[config.mk]
export PLATFORM = sky130hd
export DESIGN_NAME = tmi_interpreter
export DESIGN_NICKNAME = d
export VERILOG_FILES = /design/src/common/tmi_pkg.sv /design/src/core/tmi_interpreter.sv
export SDC_FILE = /design/constraint.sdc
export NUM_CORES = 1
export LEC_CHECK = 0
export BUFFER_PORTS_ARGS = -buffer_cell sky130_fd_sc_hd__buf_4
export CAP_MARGIN = 10
export CORE_UTILIZATION = 56
export DETAILED_ROUTE_END_ITERATION = 8
export PLACE_DENSITY = 0.78
export SLEW_MARGIN = 10
export SYNTH_ARGS = -nofsm -noshare
export SYNTH_HDL_FRONTEND = slang
export SYNTH_SLANG_ARGS = --single-unit
[constraint.sdc]
create_clock -name sys_clk -period 6.65 [get_ports sys_clk]
set_input_delay 1.33 -clock sys_clk [delete_from_list [all_inputs] [get_ports sys_clk]]
set_output_delay 1.33 -clock sys_clk [all_outputs]
set_load 0.05 [all_outputs]
[src/common/tmi_pkg.sv]
package tmi_pkg;
    // message identifiers, inbound
    localparam logic [7:0] ID_VOLUME_UP = 8'h33; // 051
    localparam logic [7:0] ID_VOLUME_DOWN = 8'h34; // 052
    localparam logic [7:0] ID_STATUS_REQ = 8'h35; // 053
    localparam logic [7:0] ID_INDICATION_REQ = 8'h36; // 054
    localparam logic [7:0] ID_POWER_REQ = 8'h37; // 055
    localparam logic [7:0] ID_ALERT_REQ = 8'h38; // 056
    localparam logic [7:0] ID_SHORT_MSG_REQ = 8'h39; // 057
    localparam logic [7:0] ID_KEYSTROKE = 8'h3A; // 058
    localparam logic [7:0] ID_HOOK_ON = 8'h40; // 064
    localparam logic [7:0] ID_HOOK_OFF = 8'h41; // 065
    localparam logic [7:0] ID_BEARER_SELECT = 8'h46; // 070
    localparam logic [7:0] ID_SET_POWER = 8'h50; // 080
    localparam logic [7:0] ID_FULL_RESET = 8'hFF; // 255
    // message identifiers, outbound
    localparam logic [7:0] ID_ALERT_ON = 8'h3C; // 060
    localparam logic [7:0] ID_ALERT_OFF = 8'h3D; // 061
    localparam logic [7:0] ID_STATUS_RSP = 8'h5B; // 091
    localparam logic [7:0] ID_INDICATION_RSP = 8'h5C; // 092
    localparam logic [7:0] ID_POWER_RSP = 8'h5D; // 093
    localparam logic [7:0] ID_SHORT_MSG_RPT = 8'h65; // 101
    localparam logic [7:0] ID_NO_SHORT_MSG = 8'h66; // 102
    localparam logic [7:0] ID_INTERNAL_FAULT = 8'hF0; // 240
    localparam logic [7:0] ID_UNRECOGNIZED = 8'hF1; // 241
    localparam logic [7:0] ID_NOT_PERFORMABLE = 8'hF2; // 242
    // key codes
    localparam logic [7:0] KEY_HASH = 8'h23; // 35
    localparam logic [7:0] KEY_STAR = 8'h2A; // 42
    localparam logic [7:0] KEY_PLUS = 8'h2B; // 43
    localparam logic [7:0] KEY_DIGIT_0 = 8'h30; // 48
    localparam logic [7:0] KEY_DIGIT_9 = 8'h39; // 57
    localparam logic [7:0] KEY_END = 8'h12; // 18
    localparam logic [7:0] KEY_SEND = 8'h14; // 20
    // layer-2 flow control octets an identifier must never equal
    localparam logic [7:0] L2_ACK = 8'h06;
    localparam logic [7:0] L2_NAK = 8'h15;
    localparam logic [7:0] L2_XON = 8'h11;
    localparam logic [7:0] L2_XOFF = 8'h13;
    localparam logic [7:0] L2_STX = 8'h02;
    localparam logic [7:0] L2_ETX = 8'h03;
    // reset values
    localparam logic [3:0] VOLUME_RESET = 4'h4;
    localparam logic [7:0] POWER_RESET = 8'h00;

    // one octet of a layer-3 message with framing marks
    typedef struct packed {
        logic first;
        logic last;
        logic [7:0] data;
    } tmi_octet_t;

    // decoded keystroke event
    typedef struct packed {
        logic valid;
        logic is_digit;
        logic [3:0] digit;
        logic is_hash;
        logic is_star;
        logic is_plus;
        logic is_end;
        logic is_send;
    } tmi_key_t;
endpackage

[src/core/tmi_interpreter.sv]
`timescale 1ns/10ps
module tmi_interpreter #(
    parameter int BEARER_BYTES = 16,
    parameter int VOLUME_STEPS = 8
) (
    input wire logic sys_clk,
    input wire logic rst_n,
    // received layer-3 octets from the framing layer
    input wire tmi_pkg::tmi_octet_t rx_octet,
    input wire logic rx_valid,
    // handset state that responses report
    input wire logic alert_active,
    input wire logic short_msg_stored,
    input wire logic fault_detected,
    // reply identifier toward the framing layer
    output logic [7:0] tx_id,
    output logic tx_valid,
    input wire logic tx_ready,
    // handset actions
    output logic [3:0] volume_level,
    output logic hook_on_pulse,
    output logic hook_off_pulse,
    output tmi_pkg::tmi_key_t key_event,
    output logic [7:0] power_level,
    output logic power_set_pulse,
    output logic [7:0] bearer_len,
    output logic [8*BEARER_BYTES-1:0] bearer_field,
    output logic bearer_set_pulse,
    output logic soft_reset_pulse
);
    typedef enum {TMI_IDLE, TMI_KEYS, TMI_BEARER, TMI_POWER, TMI_SKIP}
        tmi_state_t;

    logic rst_meta;
    logic rst_sync;
    logic soft_rst;
    tmi_state_t state;
    logic [7:0] bearer_idx;
    logic [7:0] last_tx;
    logic bearer_ok;
    logic power_seen;
    logic key_bad;

    // release reset through two flops; the async assert stays immediate
    always_ff @(posedge sys_clk or negedge rst_n)
    begin
        if (!rst_n)
        begin
            rst_meta <= 1'b0;
            rst_sync <= 1'b0;
        end
        else
        begin
            rst_meta <= 1'b1;
            rst_sync <= rst_meta;
        end
    end

    wire logic rx_take = rx_valid && (state != TMI_IDLE || !tx_valid);
    wire logic [7:0] rd = rx_octet.data;

    // an identifier the handset acts on; 210-239 never arrive
    // ids 0-49 and the layer-2 control octets never match
    function automatic logic known_id(input logic [7:0] id);
        logic k;
        k = 1'b0;
        if (id == tmi_pkg::ID_VOLUME_UP || id == tmi_pkg::ID_VOLUME_DOWN)
            k = 1'b1;
        else if (id >= tmi_pkg::ID_STATUS_REQ && id <= tmi_pkg::ID_KEYSTROKE)
            k = 1'b1;
        else if (id == tmi_pkg::ID_HOOK_ON || id == tmi_pkg::ID_HOOK_OFF)
            k = 1'b1;
        else if (id == tmi_pkg::ID_BEARER_SELECT ||
                 id == tmi_pkg::ID_SET_POWER)
            k = 1'b1;
        else if (id == tmi_pkg::ID_UNRECOGNIZED ||
                 id == tmi_pkg::ID_FULL_RESET)
            k = 1'b1;
        return k;
    endfunction

    // full reset is a pulse that clears all state on the next edge
    always_ff @(posedge sys_clk or negedge rst_sync)
    begin
        if (!rst_sync)
            soft_rst <= 1'b0;
        else
            soft_rst <= rx_take && rx_octet.first &&
                        rd == tmi_pkg::ID_FULL_RESET;
    end

    always_ff @(posedge sys_clk or negedge rst_sync)
    begin
        if (!rst_sync)
            soft_reset_pulse <= 1'b0;
        else
            soft_reset_pulse <= soft_rst;
    end

    // message parser; the first octet is always the identifier
    // operands of any length are consumed up to the last mark
    always_ff @(posedge sys_clk or negedge rst_sync)
    begin
        if (!rst_sync)
            state <= TMI_IDLE;
        else if (soft_rst)
            state <= TMI_IDLE;
        else if (rx_take)
        begin
            if (rx_octet.first && !rx_octet.last)
            begin
                case (rd)
                    tmi_pkg::ID_KEYSTROKE: state <= TMI_KEYS;
                    tmi_pkg::ID_BEARER_SELECT: state <= TMI_BEARER;
                    tmi_pkg::ID_SET_POWER: state <= TMI_POWER;
                    default: state <= TMI_SKIP;
                endcase
            end
            else if (rx_octet.last)
                state <= TMI_IDLE;
        end
    end

    // keystroke decode, one key per octet
    always_ff @(posedge sys_clk or negedge rst_sync)
    begin
        if (!rst_sync)
            key_event <= '0;
        else
        begin
            key_event <= '0;
            if (rx_take && !rx_octet.first && state == TMI_KEYS &&
                !soft_rst)
            begin
                key_event.valid <= 1'b1;
                if (rd >= tmi_pkg::KEY_DIGIT_0 &&
                    rd <= tmi_pkg::KEY_DIGIT_9)
                begin
                    key_event.is_digit <= 1'b1;
                    key_event.digit <= rd[3:0];
                end
                key_event.is_hash <= rd == tmi_pkg::KEY_HASH;
                key_event.is_star <= rd == tmi_pkg::KEY_STAR;
                key_event.is_plus <= rd == tmi_pkg::KEY_PLUS;
                key_event.is_end <= rd == tmi_pkg::KEY_END;
                key_event.is_send <= rd == tmi_pkg::KEY_SEND;
            end
        end
    end

    function automatic logic key_known(input logic [7:0] k);
        return (k >= tmi_pkg::KEY_DIGIT_0 && k <= tmi_pkg::KEY_DIGIT_9) ||
               k == tmi_pkg::KEY_HASH || k == tmi_pkg::KEY_STAR ||
               k == tmi_pkg::KEY_PLUS || k == tmi_pkg::KEY_END ||
               k == tmi_pkg::KEY_SEND;
    endfunction

    // one bad key spoils the whole sequence, not only the last octet;
    // keys ahead of it have already gone out, there is no key buffer
    always_ff @(posedge sys_clk or negedge rst_sync)
    begin
        if (!rst_sync)
            key_bad <= 1'b0;
        else if (soft_rst || (rx_take && rx_octet.first))
            key_bad <= 1'b0;
        else if (rx_take && state == TMI_KEYS && !key_known(rd))
            key_bad <= 1'b1;
    end

    // volume saturates at the ends; a step is always exactly one
    always_ff @(posedge sys_clk or negedge rst_sync)
    begin
        if (!rst_sync)
            volume_level <= tmi_pkg::VOLUME_RESET;
        else if (soft_rst)
            volume_level <= tmi_pkg::VOLUME_RESET;
        else if (rx_take && rx_octet.first && rx_octet.last)
        begin
            if (rd == tmi_pkg::ID_VOLUME_UP &&
                volume_level < 4'(VOLUME_STEPS - 1))
                volume_level <= volume_level + 4'h1;
            else if (rd == tmi_pkg::ID_VOLUME_DOWN && volume_level != 4'h0)
                volume_level <= volume_level - 4'h1;
        end
    end

    // hook strobes feed the same path as the physical hook switch
    always_ff @(posedge sys_clk or negedge rst_sync)
    begin
        if (!rst_sync)
        begin
            hook_on_pulse <= 1'b0;
            hook_off_pulse <= 1'b0;
        end
        else
        begin
            hook_on_pulse <= rx_take && rx_octet.first && !soft_rst &&
                             rd == tmi_pkg::ID_HOOK_ON;
            hook_off_pulse <= rx_take && rx_octet.first && !soft_rst &&
                              rd == tmi_pkg::ID_HOOK_OFF;
        end
    end

    // bearer field: length octet then contents, kept until power-off
    // or the next selection; a full reset counts as power-off
    always_ff @(posedge sys_clk or negedge rst_sync)
    begin
        if (!rst_sync)
        begin
            bearer_idx <= 8'h00;
            bearer_len <= 8'h00;
            bearer_field <= '0;
            bearer_set_pulse <= 1'b0;
        end
        else if (soft_rst)
        begin
            bearer_idx <= 8'h00;
            bearer_len <= 8'h00;
            bearer_field <= '0;
            bearer_set_pulse <= 1'b0;
        end
        else
        begin
            bearer_set_pulse <= 1'b0;
            if (rx_take && rx_octet.first)
                bearer_idx <= 8'h00;
            else if (rx_take && state == TMI_BEARER)
            begin
                if (bearer_idx == 8'h00)
                    bearer_len <= rd; // length, not identifier
                else if (bearer_idx <= 8'(BEARER_BYTES))
                    bearer_field[8*(bearer_idx-8'h01) +: 8] <= rd;
                bearer_idx <= bearer_idx + 8'h01;
                bearer_set_pulse <= rx_octet.last;
            end
        end
    end

    // power level is the operand octet
    always_ff @(posedge sys_clk or negedge rst_sync)
    begin
        if (!rst_sync)
        begin
            power_level <= tmi_pkg::POWER_RESET;
            power_set_pulse <= 1'b0;
            power_seen <= 1'b0;
        end
        else if (soft_rst)
        begin
            power_level <= tmi_pkg::POWER_RESET;
            power_set_pulse <= 1'b0;
            power_seen <= 1'b0;
        end
        else
        begin
            power_set_pulse <= 1'b0;
            if (rx_take && rx_octet.first)
                power_seen <= 1'b0;
            else if (rx_take && state == TMI_POWER && !power_seen)
            begin
                power_level <= rd;
                power_set_pulse <= 1'b1;
                power_seen <= 1'b1;
            end
        end
    end

    // a bearer message without contents can not be performed
    assign bearer_ok = bearer_idx != 8'h00 || state != TMI_BEARER;

    // reply selection at message end; one reply outstanding at a time,
    // so further messages wait on tx_ready (no reply queue)
    always_ff @(posedge sys_clk or negedge rst_sync)
    begin
        if (!rst_sync)
        begin
            tx_id <= 8'h00;
            tx_valid <= 1'b0;
            last_tx <= 8'h00;
        end
        else if (soft_rst)
        begin
            tx_id <= 8'h00;
            tx_valid <= 1'b0;
            last_tx <= 8'h00;
        end
        else if (tx_valid)
        begin
            if (tx_ready)
                tx_valid <= 1'b0;
        end
        else if (rx_take && rx_octet.last)
        begin
            tx_valid <= 1'b1;
            if (rx_octet.first && !known_id(rd))
                tx_id <= tmi_pkg::ID_UNRECOGNIZED;
            else if (fault_detected)
                tx_id <= tmi_pkg::ID_INTERNAL_FAULT;
            else if (state == TMI_KEYS && (key_bad || !key_known(rd)))
                tx_id <= tmi_pkg::ID_UNRECOGNIZED;
            else if (!bearer_ok || (rx_octet.first &&
                     (rd == tmi_pkg::ID_BEARER_SELECT ||
                      rd == tmi_pkg::ID_SET_POWER ||
                      rd == tmi_pkg::ID_KEYSTROKE)))
                tx_id <= tmi_pkg::ID_NOT_PERFORMABLE;
            else if (!rx_octet.first)
                tx_valid <= 1'b0;
            else if (rd == tmi_pkg::ID_UNRECOGNIZED)
            begin
                tx_id <= last_tx;
                tx_valid <= last_tx != 8'h00;
            end
            else if (rd == tmi_pkg::ID_STATUS_REQ)
                tx_id <= tmi_pkg::ID_STATUS_RSP;
            else if (rd == tmi_pkg::ID_INDICATION_REQ)
                tx_id <= tmi_pkg::ID_INDICATION_RSP;
            else if (rd == tmi_pkg::ID_POWER_REQ)
                tx_id <= tmi_pkg::ID_POWER_RSP;
            else if (rd == tmi_pkg::ID_ALERT_REQ)
                tx_id <= alert_active ? tmi_pkg::ID_ALERT_ON
                                      : tmi_pkg::ID_ALERT_OFF;
            else if (rd == tmi_pkg::ID_SHORT_MSG_REQ)
                tx_id <= short_msg_stored ? tmi_pkg::ID_SHORT_MSG_RPT :
                         tmi_pkg::ID_NO_SHORT_MSG;
            else
                tx_valid <= 1'b0;
        end
        else if (tx_valid == 1'b0 && tx_id != 8'h00)
            last_tx <= tx_id; // remembered for resend requests
    end
endmodule // tmi_interpreter

## After elaboration in Yosys (flattened, before gate mapping)

Index checks and enable logic that the tools add are counted.

| storage, ports and cells | value |
|---|---|
| register bits | 226 |
| bits of input ports | 17 |
| output and inout bits | 173 |
| logic and storage cells | 225 |

| cells by class | value |
|---|---|
| $add $sub $neg | 5 |
| magnitude comparators | 6 |
| equal/unequal tests | 27 |
| shift-type cells | 2 |
| multiplexer cells | 81 |
| bitwise logic cells | 1 |
| reductions and logical operators | 76 |

Operator list:

| cell | number |
|---|---|
| $mux 128 | 5 |
| $mux 8 | 28 |
| $bwmux 128 | 1 |
| $mux 32 | 4 |
| $shift 8x34->128 const A | 1 |
| $shiftx 8x34->128 | 1 |
| $eq 8x6->1 const B | 11 |
| $eq 32x3->1 const B | 2 |
| $mux 1 | 35 |
| $neg 32->34 | 1 |
| $eq 32x2->1 const B | 1 |
| $eq 8x7->1 const B | 4 |
| $ne 32x3->1 const B | 1 |
| $reduce_bool 32->1 | 1 |
| $logic_and 1x1->1 | 25 |
| $reduce_bool 8->1 | 3 |
| $reduce_bool 2->1 | 9 |
| $eq 8x5->1 const B | 2 |
| $eq 8x8->1 const B | 2 |
| $ge 8x6->1 const B | 2 |
| $le 8x6->1 const B | 2 |
| $mux 4 | 4 |
| $logic_or 1x1->1 | 15 |
| $reduce_bool 3->1 | 4 |
| 21 further kinds | 34 |

## Logic depth before layout (Yosys ltp)

Gate-level depths: netlist of the first run.

| depth | value |
|---|---|
| word-level depth | 16 |
| depth in mapped cells | 19 |
| depth with buffers taken out | 15 |

## Worst setup path after synthesis of the first run

No wires, ideal clock.

| timing path | value |
|---|---|
| kind | reg-to-reg |
| start | register bearer_idx[0] |
| end | register bearer_field[0] |
| setup time | 0.080 ns |
| data arrival time | 4.324 ns |
| setup slack | 2.246 ns |
| stages on the path, launching flop included | 17 |
| path through | dfrtp_1 -> clkbuf_1 -> inv_1 -> ha_1 -> buf_2 -> or4b_4 -> nor3b_1 -> a31oi_1 -> o32a_1 -> or2_2 -> ha_1 -> or4_1 -> nor2_1 -> o21ai_1 -> or2_1 -> a2111oi_4 -> mux2i_1 |

| on the way | value |
|---|---|
| longest elaborated chain between the ends | 9 |

Ends and longest elaborated chain:

| item | line | text |
|---|---|---|
| start, declared | tmi_interpreter.sv:38 | `logic [7:0] bearer_idx;` |
| start signal, assigned | tmi_interpreter.sv:233 | `bearer_idx <= bearer_idx + 8'h01;` |
| $sub 8x1->9 | tmi_interpreter.sv:232 | `bearer_field[8*(bearer_idx-8'h01) +: 8] <= rd;` |
| $neg 32->34 | tmi_interpreter.sv:232 |  |
| $shiftx 8x34->128 / $shift 8x34->128 (equally long branches) | tmi_interpreter.sv:232 |  |
| $bwmux 128 | tmi_interpreter.sv:232 |  |
| $mux 128 | tmi_interpreter.sv:231 | `else if (bearer_idx <= 8'(BEARER_BYTES))` |
| $mux 128 | tmi_interpreter.sv:229 | `if (bearer_idx == 8'h00)` |
| $mux 128 | tmi_interpreter.sv:227 | `else if (rx_take && state == TMI_BEARER)` |
| $mux 128 | tmi_interpreter.sv:225 | `if (rx_take && rx_octet.first)` |
| $mux 128 | tmi_interpreter.sv:215 | `else if (soft_rst)` |
| end signal, assigned by index | tmi_interpreter.sv:232 |  |
| end, declared | tmi_interpreter.sv:27 | `output logic [8*BEARER_BYTES-1:0] bearer_field,` |

Parallel ways exist; a longest one is shown, timed or not. The select of a mux whose other input is x is not followed.
A chain may end at the register's enable or synchronous reset.

## Final worst setup path of the first run

| timing path | value |
|---|---|
| start | register bearer_idx[0] |
| end | register bearer_field[26] |

Same word-level chain as after synthesis.

==> qor.csv, run 1 <==
stage,metric,value,unit
synth,Post-Synthesis Cell Area,9770,µm²
synth,Yosys warnings,0,
setup_path,critical path arrival,5.79,ns
floorplan,Die Area,18000,µm²
cts,CTS resizes,0,
cts,hold buffer count at cts,0,
synth,Post-Synth Adder-Cell Area,1.87,%
cells_and_area,"commonest non-fill, non-tap cell in the layout",buf_4,
sta,Slew headroom,22.9,%
power_and_ir_drop,power per cell area,209,nW/µm²
run,max_cap viols,0,
worst_hold_path,Hold Path Class,reg2reg,
setup_path,Worst setup EP type,flip-flop,
synth,Synth Register Bits,197,
synth,post-synthesis mux area share,3.07,%
setup_path,"reg-to-reg slack, setup",1.24,ns
setup_path,"delay-heaviest family, CP",compound AO/OA/AOI/OAI gates,
sta,fmax,185,MHz
detailed_routing,routed wire length per instance,20.0,µm
grt,global routing's busiest layer,met2,
setup_path,"Slowest-stage cell, CP",o21a_1,
grt,vias in the first global route,8106,
detailed_routing,DR DRC count,0,
detailed_routing,initial drt markers,857,
synth,top_reg_cell synth,dfrtp_1,
grt,first-pass GRT wire length,43600,µm
setup_path,Critical Path Source Type,flip-flop,
synth,Synth Area in XOR/XNOR,1.69,%
power_and_ir_drop,P_leak,5.44,nW
floorplan,die height,134,µm
grt,met2 Usage GRT,50.9,%
grt,total track usage,31.5,%
cells_and_area,Area Overhead vs Synth,21.1,%
sta,Period minus WS final,5.41,ns
floorplan,std cell rows,47,
grt,largest net degree at the start of global routing,90,
detailed_routing,via-per-instance ratio,6.22,
setup_path,Worst EP required,7.02,ns
synth,syn nets,1041,
cts,CTS sink count,197,
setup_path,CP Cell Sequence,"inv_1, ha_1, or4b_4, nor3b_1, a31oi_1, o32a_1, or2_2, ha_1, or4_1, nor2_1, o21ai_1, o21ai_0, o21a_1, a32o_1",
setup_path,buffer and inverter count on the worst path,1,
sta,final-report setup violation count,0,
sta,RSZ-0062 raised after global routing,false,
grt,grt met3 use,6.69,%
cells_and_area,Seq. cell area,4940,µm²
placement,post-DP HPWL,19100,µm
placement,Placement Cell Area,11200,µm²
sta,max-slew violations,0,
grt,grt total ovfl,0,
cells_and_area,"commonest non-fill, non-tap cells in the layout","buf_4 (195), dfrtp_1 (194), nand2_1 (156), nor2_1 (101), o31ai_1 (62)",
synth,post-synthesis cell type count,80,
floorplan,Core ar.,16800,µm²
cts,worst-skew pair later-pin latency,0.45,ns
cells_and_area,Final nets,1189,
cts,clock tree buffer depth,2,
setup_path,critical path class,reg2reg,
cts,Setup Buffers After CTS,0,
detailed_routing,router iterations before antenna repair,6,
outcome,status,finished clean,
synth,Post-Syn Instances,1010,
floorplan,io pins,190,
cells_and_area,Multi-input gate area,4460,µm²
placement,GP Congestion,0.929,
cts,"CTS clk-pin slew, worst paths",0.07,ns
synth,register area share after synthesis,50.5,%
detailed_routing,Post-DRT Antenna Nets,0,
placement,IO buf count,189,
detailed_routing,Routed WL,27800,µm
sta,setup TNS,0,ns
synth,Synth Area in Compound Gates,17.5,%
sta,crit share post-route,81.4,%
cts,H-tree levels,4,
cells_and_area,layout cells sized above 1,22.1,%
cells_and_area,design area,11800,µm²
setup_path,most used cell along the critical path,ha_1,
cts,CTS tree,yes,
sta,Final Hold Fails,0,
grt,grt met1 use,42.9,%
cts,CTS root buf,clkbuf_16,
floorplan,Starting Density,58.1,%
grt,antenna violations before repair,0,
cts,CTS Buf Count,17,
cells_and_area,# fillers,1319,
synth,Post-synth ARST share,100,%
floorplan,Die Wd,134,µm
synth,Post-Synth Simple-Gate Area,21.4,%
setup_path,max incr delay on CP,0.94,ns
synth,"EDFF count, synth",0,
power_and_ir_drop,Max VDD drop,0.184,mV
synth,largest family of logic cells by synthesized area,simple AND/OR/NAND/NOR gates,
synth,mean post-synth cell area,9.68,µm²
cells_and_area,n_diodes,0,
setup_path,maximum fanout along the worst path,31,
detailed_routing,DR vias,8650,
sta,worst-margin pin slew,1.16,ns
sta,Clock Skew,0.0125,ns
-- per-stage QoR --
step	util, %	hold slack [ns]	total power (W)	instances	worst slack [ns]
after floorplan	-	0.331	0.00137	1010	0.756
after global placement	66.9	0.337	0.00143	1359	1.46
after detailed placement	66.9	0.339	0.00144	1359	1.34
after CTS	70.4	0.357	0.00248	1391	1.30
after global routing	70.4	0.373	0.00254	1391	0.927
final	70.4	0.353	0.00247	1391	1.24
-- final cells by class --
cell class	instances	area share, %
Multi-Input combinational cell	719	37.7
Sequential cell	197	41.7
Inverter	28	0.888
Timing Repair Buffer	195	12.4
Clock buffer	18	3.63
Clock inverter	14	1.40
Tap cell	220	2.33
-- state kept, by name, summed over array words and instances, names as in the netlist, 4 cells and up --
register / cells
tx_id: 8
power_level: 8
bearer_field: 128
bearer_len: 8
key_event: 11
last_tx: 8
bearer_idx: 8
volume_level: 4
-- cells in the mapped netlist, types with 3 or more instances --
library cell  number  area share [%]
a211oi_1           3            0.23
a21oi_1           24             1.2
a22o_1            15             1.3
a31oi_1           22             1.4
a32o_1            16             1.6
and2_1             9            0.58
and3_1             6            0.38
and4_1             4            0.36
buf_1              3            0.12
buf_2             17            0.87
clkbuf_1          44             1.7
dfrtp_1          196              50
ha_1              13             1.7
inv_1             27             1.0
mux2i_1           30             3.1
nand2_1          156             6.0
nand2b_1           7            0.45
nand3_1           31             1.6
nand4_1           21             1.3
nand4b_1           6            0.54
nor2_1           101             3.9
nor2b_1            6            0.38
nor3_1            24             1.2
nor3b_1            4            0.31
nor4_1             8            0.51
nor4b_1            4            0.36
o211ai_1           5            0.38
o21ai_0           18            0.92
o21ai_1           14            0.72
o31ai_1           62             4.8
o32a_1             3            0.31
o32ai_1            4            0.36
o41ai_1           10            0.90
or2_2              6            0.38
or3_1             14            0.90
or4_1              4            0.31
xnor2_1           10            0.90
xor2_1             7            0.63
-- metal layers --
| metal | share of wire [%] | wire [µm] |
|---|---|---|
| met3 | 7.5 | 2090 |
| met1 | 42 | 11700 |
| met5 | 0 | 0 |
| met2 | 48 | 13400 |
| met4 | 2.2 | 598 |
-- worst paths after layout --
| check | from | end | cells past startpoint |
|---|---|---|---|
| hold / removal | rst_meta$_DFF_PN0_ | rst_sync$_DFF_PN0_ | 0 |
| min in group asynchronous | rst_sync$_DFF_PN0_ | power_level[1]$_DFFE_PN0P_ | 0 |
| hold reg to reg | rst_meta$_DFF_PN0_ | rst_sync$_DFF_PN0_ | 0 |
| max in group asynchronous | rst_sync$_DFF_PN0_ | bearer_field[20]$_DFFE_PN0P_ | 1 |
| setup reg to reg | bearer_idx[0]$_DFFE_PN0P_ | bearer_field[26]$_DFFE_PN0P_ | 14 |
| setup / recovery | bearer_idx[0]$_DFFE_PN0P_ | bearer_field[26]$_DFFE_PN0P_ | 14 |
-- power breakdown --
part,internal (W),switching [W]
registers,0.00121,0.0000248
logic,0.0000500,0.000126
clock network,0.000567,0.000492
-- logic make-up after synthesis --
family,count (synthesis)
XOR/XNOR,18
multiplexers,30
other,1
AO/OA/AOI/OAI,225
AND/OR/NAND/NOR,431
adder cells (fa/ha/maj),14
flip-flops,197
buffers and inverters,94
Note: power is estimated with default switching activity, not from simulation.
==> run 2, diff against run 1 <==
--- a/config.mk
+++ b/config.mk
@@ -5,11 +5,12 @@
 export SDC_FILE = /design/constraint.sdc
 export NUM_CORES = 1
 export LEC_CHECK = 0
+export ABC_AREA = 1
 export BUFFER_PORTS_ARGS = -buffer_cell sky130_fd_sc_hd__buf_4
 export CAP_MARGIN = 10
-export CORE_UTILIZATION = 56
+export CORE_UTILIZATION = 50
 export DETAILED_ROUTE_END_ITERATION = 8
-export PLACE_DENSITY = 0.78
+export PLACE_DENSITY = 0.73
 export SLEW_MARGIN = 10
 export SYNTH_ARGS = -nofsm -noshare
 export SYNTH_HDL_FRONTEND = slang
==> constraint.sdc (replaced) <==
create_clock -name sys_clk -period 4.9 [get_ports sys_clk]
set_input_delay 0.98 -clock sys_clk [delete_from_list [all_inputs] [get_ports sys_clk]]
set_output_delay 0.98 -clock sys_clk [all_outputs]
set_load 0.05 [all_outputs]
==> qor.csv, run 2 <==
stage,metric,value,unit,change
sta,max-slew violations,0,,unchanged
sta,final-report setup violation count,0,,unchanged
cells_and_area,largest registers,"bearer_field: 128 flops, key_event: 11 flops",,
cts,"CTS clk-pin slew, worst paths",0.07,ns,about the same
synth,Post-synth top cells,"nand2_1 (271), dfrtp_1 (196), inv_1 (183)",,
cells_and_area,"commonest non-fill, non-tap cell in the layout",nand2_1,,
synth,top_reg_cell synth,dfrtp_1,,
setup_path,end of the worst register-to-register path,bearer_field[101]$_DFFE_PN0P_,,
sta,worst-margin pin slew,1.02,ns,-0.139 ns
outcome,status,finished clean,,
setup_path,Critical Path Source Type,flip-flop,,
grt,first-pass GRT wire length,44300,µm,+1.6%
synth,register area share after synthesis,50.1,%,-0.37 points
cts,worst-skew pair later-pin latency,0.45,ns,about the same
cells_and_area,design area,12200,µm²,+2.8%
grt,largest net degree at the start of global routing,107,,+19%
sta,Slew headroom,32.2,%,+9.3 points
sta,fmax,243,MHz,+31%
detailed_routing,routed wire length per instance,16.4,µm,-18%
grt,antenna violations before repair,0,,unchanged
setup_path,"reg-to-reg slack, setup",0.78,ns,-0.46 ns
setup_path,critical path arrival,4.46,ns,-1.33 ns
cells_and_area,"commonest non-fill, non-tap cells in the layout","nand2_1 (271), dfrtp_1 (195), buf_4 (193), inv_1 (182), nor2_1 (154)",,
detailed_routing,router iterations before antenna repair,6,,unchanged
setup_path,Worst EP required,5.23,ns,-1.79 ns
setup_path,crit path capture,bearer_field[101]$_DFFE_PN0P_,,
cts,H-tree levels,4,,unchanged
placement,IO buf count,189,,unchanged
cells_and_area,Reg with most FFs,bearer_field,,
cts,CTS Buf Count,17,,unchanged
placement,post-DP HPWL,20100,µm,+5.2%
grt,vias in the first global route,8665,,+6.9%
floorplan,Die Area,20300,µm²,+13%
setup_path,critical path class,reg2reg,,
power_and_ir_drop,Max VDD drop,0.323,mV,+76%
setup_path,Worst setup EP type,flip-flop,,
sta,Final Hold Fails,0,,unchanged
floorplan,Die Wd,142,µm,+6.1%
detailed_routing,initial drt markers,840,,-2.0%
cts,CTS sink count,197,,unchanged
detailed_routing,via-per-instance ratio,5.42,,-13%
synth,Post-synth ARST share,100,%,unchanged
cts,CTS tree,yes,,
synth,syn nets,1267,,+22%
detailed_routing,DR DRC count,0,,unchanged
synth,top-count cell post-synth,nand2_1,,
sta,Clock Skew,0.00915,ns,-0.00335 ns
cells_and_area,Area Overhead vs Synth,23.6,%,
worst_hold_path,Hold Path Class,reg2async,,
cts,CTS resizes,0,,unchanged
synth,mean post-synth cell area,7.96,µm²,-18%
cells_and_area,Largest register FFs,128,,unchanged
cts,Setup Buffers After CTS,0,,unchanged
cts,hold buffer count at cts,0,,unchanged
sta,Period minus WS final,4.12,ns,-1.29 ns
power_and_ir_drop,power per cell area,307,nW/µm²,+47%
placement,Placement Cell Area,11500,µm²,+2.6%
detailed_routing,DR vias,9183,,+6.2%
cells_and_area,Final nets,1453,,+22%
setup_path,Crit. Startpoint,bearer_idx[0]$_DFFE_PN0P_,,
detailed_routing,Routed WL,27800,µm,about the same
synth,"EDFF count, synth",0,,unchanged
floorplan,die height,142,µm,+6.1%
cts,clock tree buffer depth,2,,unchanged
synth,post-synthesis cell type count,42,,-48%
setup_path,Reg2Reg Launch Point,bearer_idx[0]$_DFFE_PN0P_,,
detailed_routing,Post-DRT Antenna Nets,0,,unchanged
setup_path,maximum fanout along the worst path,13,,-58%
synth,Post-Syn Instances,1236,,+22%
cts,CTS root buf,clkbuf_16,,
grt,grt total ovfl,0,,unchanged
power_and_ir_drop,total power,0.00374,W,+51%
cells_and_area,n_diodes,0,,unchanged
synth,Synth Register Bits,197,,unchanged
floorplan,io pins,190,,unchanged
floorplan,std cell rows,50,,+6.4%
floorplan,Starting Density,51.8,%,-6.3 points
synth,top-area cell type share of the netlist area,49.8,%,-0.36 points
sta,crit share post-route,84.1,%,+2.7 points
run,max_cap viols,0,,unchanged
setup_path,reg2reg path depth,16,,+2
cells_and_area,layout cells sized above 1,19.3,%,-2.8 points
sta,RSZ-0062 raised after global routing,false,,
floorplan,Core ar.,19000,µm²,+13%
synth,Yosys warnings,0,,unchanged
power_and_ir_drop,P_leak,6.18,nW,+13%
placement,GP Congestion,0.940,,+1.2%
synth,Post-Synthesis Cell Area,9840,µm²,+0.73%
sta,setup TNS,0,ns,unchanged
synth,cell accounting for the most synthesized area,dfrtp_1,,
synth,"top cells by area, synth","dfrtp_1 (50%), nand2_1 (10%), nand3_1 (7.3%), inv_1 (7.0%), nor2_1 (5.9%)",,
grt,total track usage,28.4,%,-3.1 points
run 2: changes by cell type after synthesis, moves of 30 or more:
| cell | before | now |
|---|---|---|
| o21ai_0 | 18 | 84 |
| nand3_1 | 31 | 144 |
| nor2_1 | 101 | 154 |
| mux2i_1 | 30 | 0 |
| inv_1 | 27 | 183 |
| nand2_1 | 156 | 271 |
| o31ai_1 | 62 | 2 |
run 2: how the worst min path moves through the flow:
stage	from	slack (ns)	end	cells after the start
2_1_floorplan	rst_meta$_DFF_PN0_	0.33	rst_sync$_DFF_PN0_	0
5_1_grt	rst_sync$_DFF_PN0_	0.17	last_tx[3]$_DFFE_PN0P_	0
6_report	rst_sync$_DFF_PN0_	0.15	tx_id[5]$_DFFE_PN0P_	0
3_3_place_gp	rst_sync$_DFF_PN0_	0.15	last_tx[5]$_DFFE_PN0P_	0
3_5_place_dp	rst_sync$_DFF_PN0_	0.16	tx_id[5]$_DFFE_PN0P_	0
4_1_cts	rst_sync$_DFF_PN0_	0.16	tx_id[5]$_DFFE_PN0P_	0
run 2: worst max-delay path, stage by stage (launching register included):
cell	delay, ns
dfrtp_1	0.44
inv_2	0.12
ha_1	0.35
nand2_1	0.31
nor2_1	0.19
nand3_1	0.10
nor2_1	0.21
nand3_2	0.12
ha_1	0.31
nor4_1	0.27
nand2_1	0.10
o21ai_2	0.21
nand4_4	0.34
nor2_2	0.31
nand4_1	0.36
nand3_1	0.20
nand2_1	0.06
run 2: kinds of logic (layout without fill, tap and decap cells):
kind of cell | count (synthesis) | count (layout) | synth area share, %
other | 1 | 1 | 0.0381
adders and majority gates | 14 | 14 | 1.86
buffers and inverters | 214 | 413 | 8.16
AOI/OAI and AO/OA | 137 | 137 | 7.47
and+or+nand+nor | 667 | 667 | 31.8
xor gates and xnor gates | 6 | 6 | 0.610
DFF | 197 | 197 | 50.1
run 2: layout make-up:
cell class / count / area (µm²)
Fill cell: 1725 / 6850
Sequential cell: 197 / 4930
Multi-Input combinational cell: 825 / 4110
Timing Repair Buffer: 194 / 1470
Inverter: 187 / 703
Clock buffer: 20 / 457
Tap cell: 260 / 325
Clock inverter: 12 / 168
run 2: routing by layer:
metal  part of all wire (%)  vias to the layer above  GRT usage (%)
met5                      0                        -              0
met2                     45                      405           42.9
li1                       -                     4354              -
met4                    2.8                        0           10.5
met3                    7.6                       59           5.62
met1                     44                     4365           40.4
run 2: metrics by stage:
step	util, %	worst slack (ns)	instances	hold slack [ns]
detailed placement	60.7	0.849	1663	0.156
CTS	64.0	0.826	1695	0.159
global route	64.0	0.435	1695	0.170
global placement	60.7	1.01	1663	0.147
finish	64.0	0.778	1695	0.153
floorplan	-	1.51	1236	0.331
run 2: report_power, final:
part	internal [W]	switching [W]
registers	0.00170	0.0000700
clock network	0.000842	0.000651
logic	0.000136	0.000342
total	0.00268	0.00106
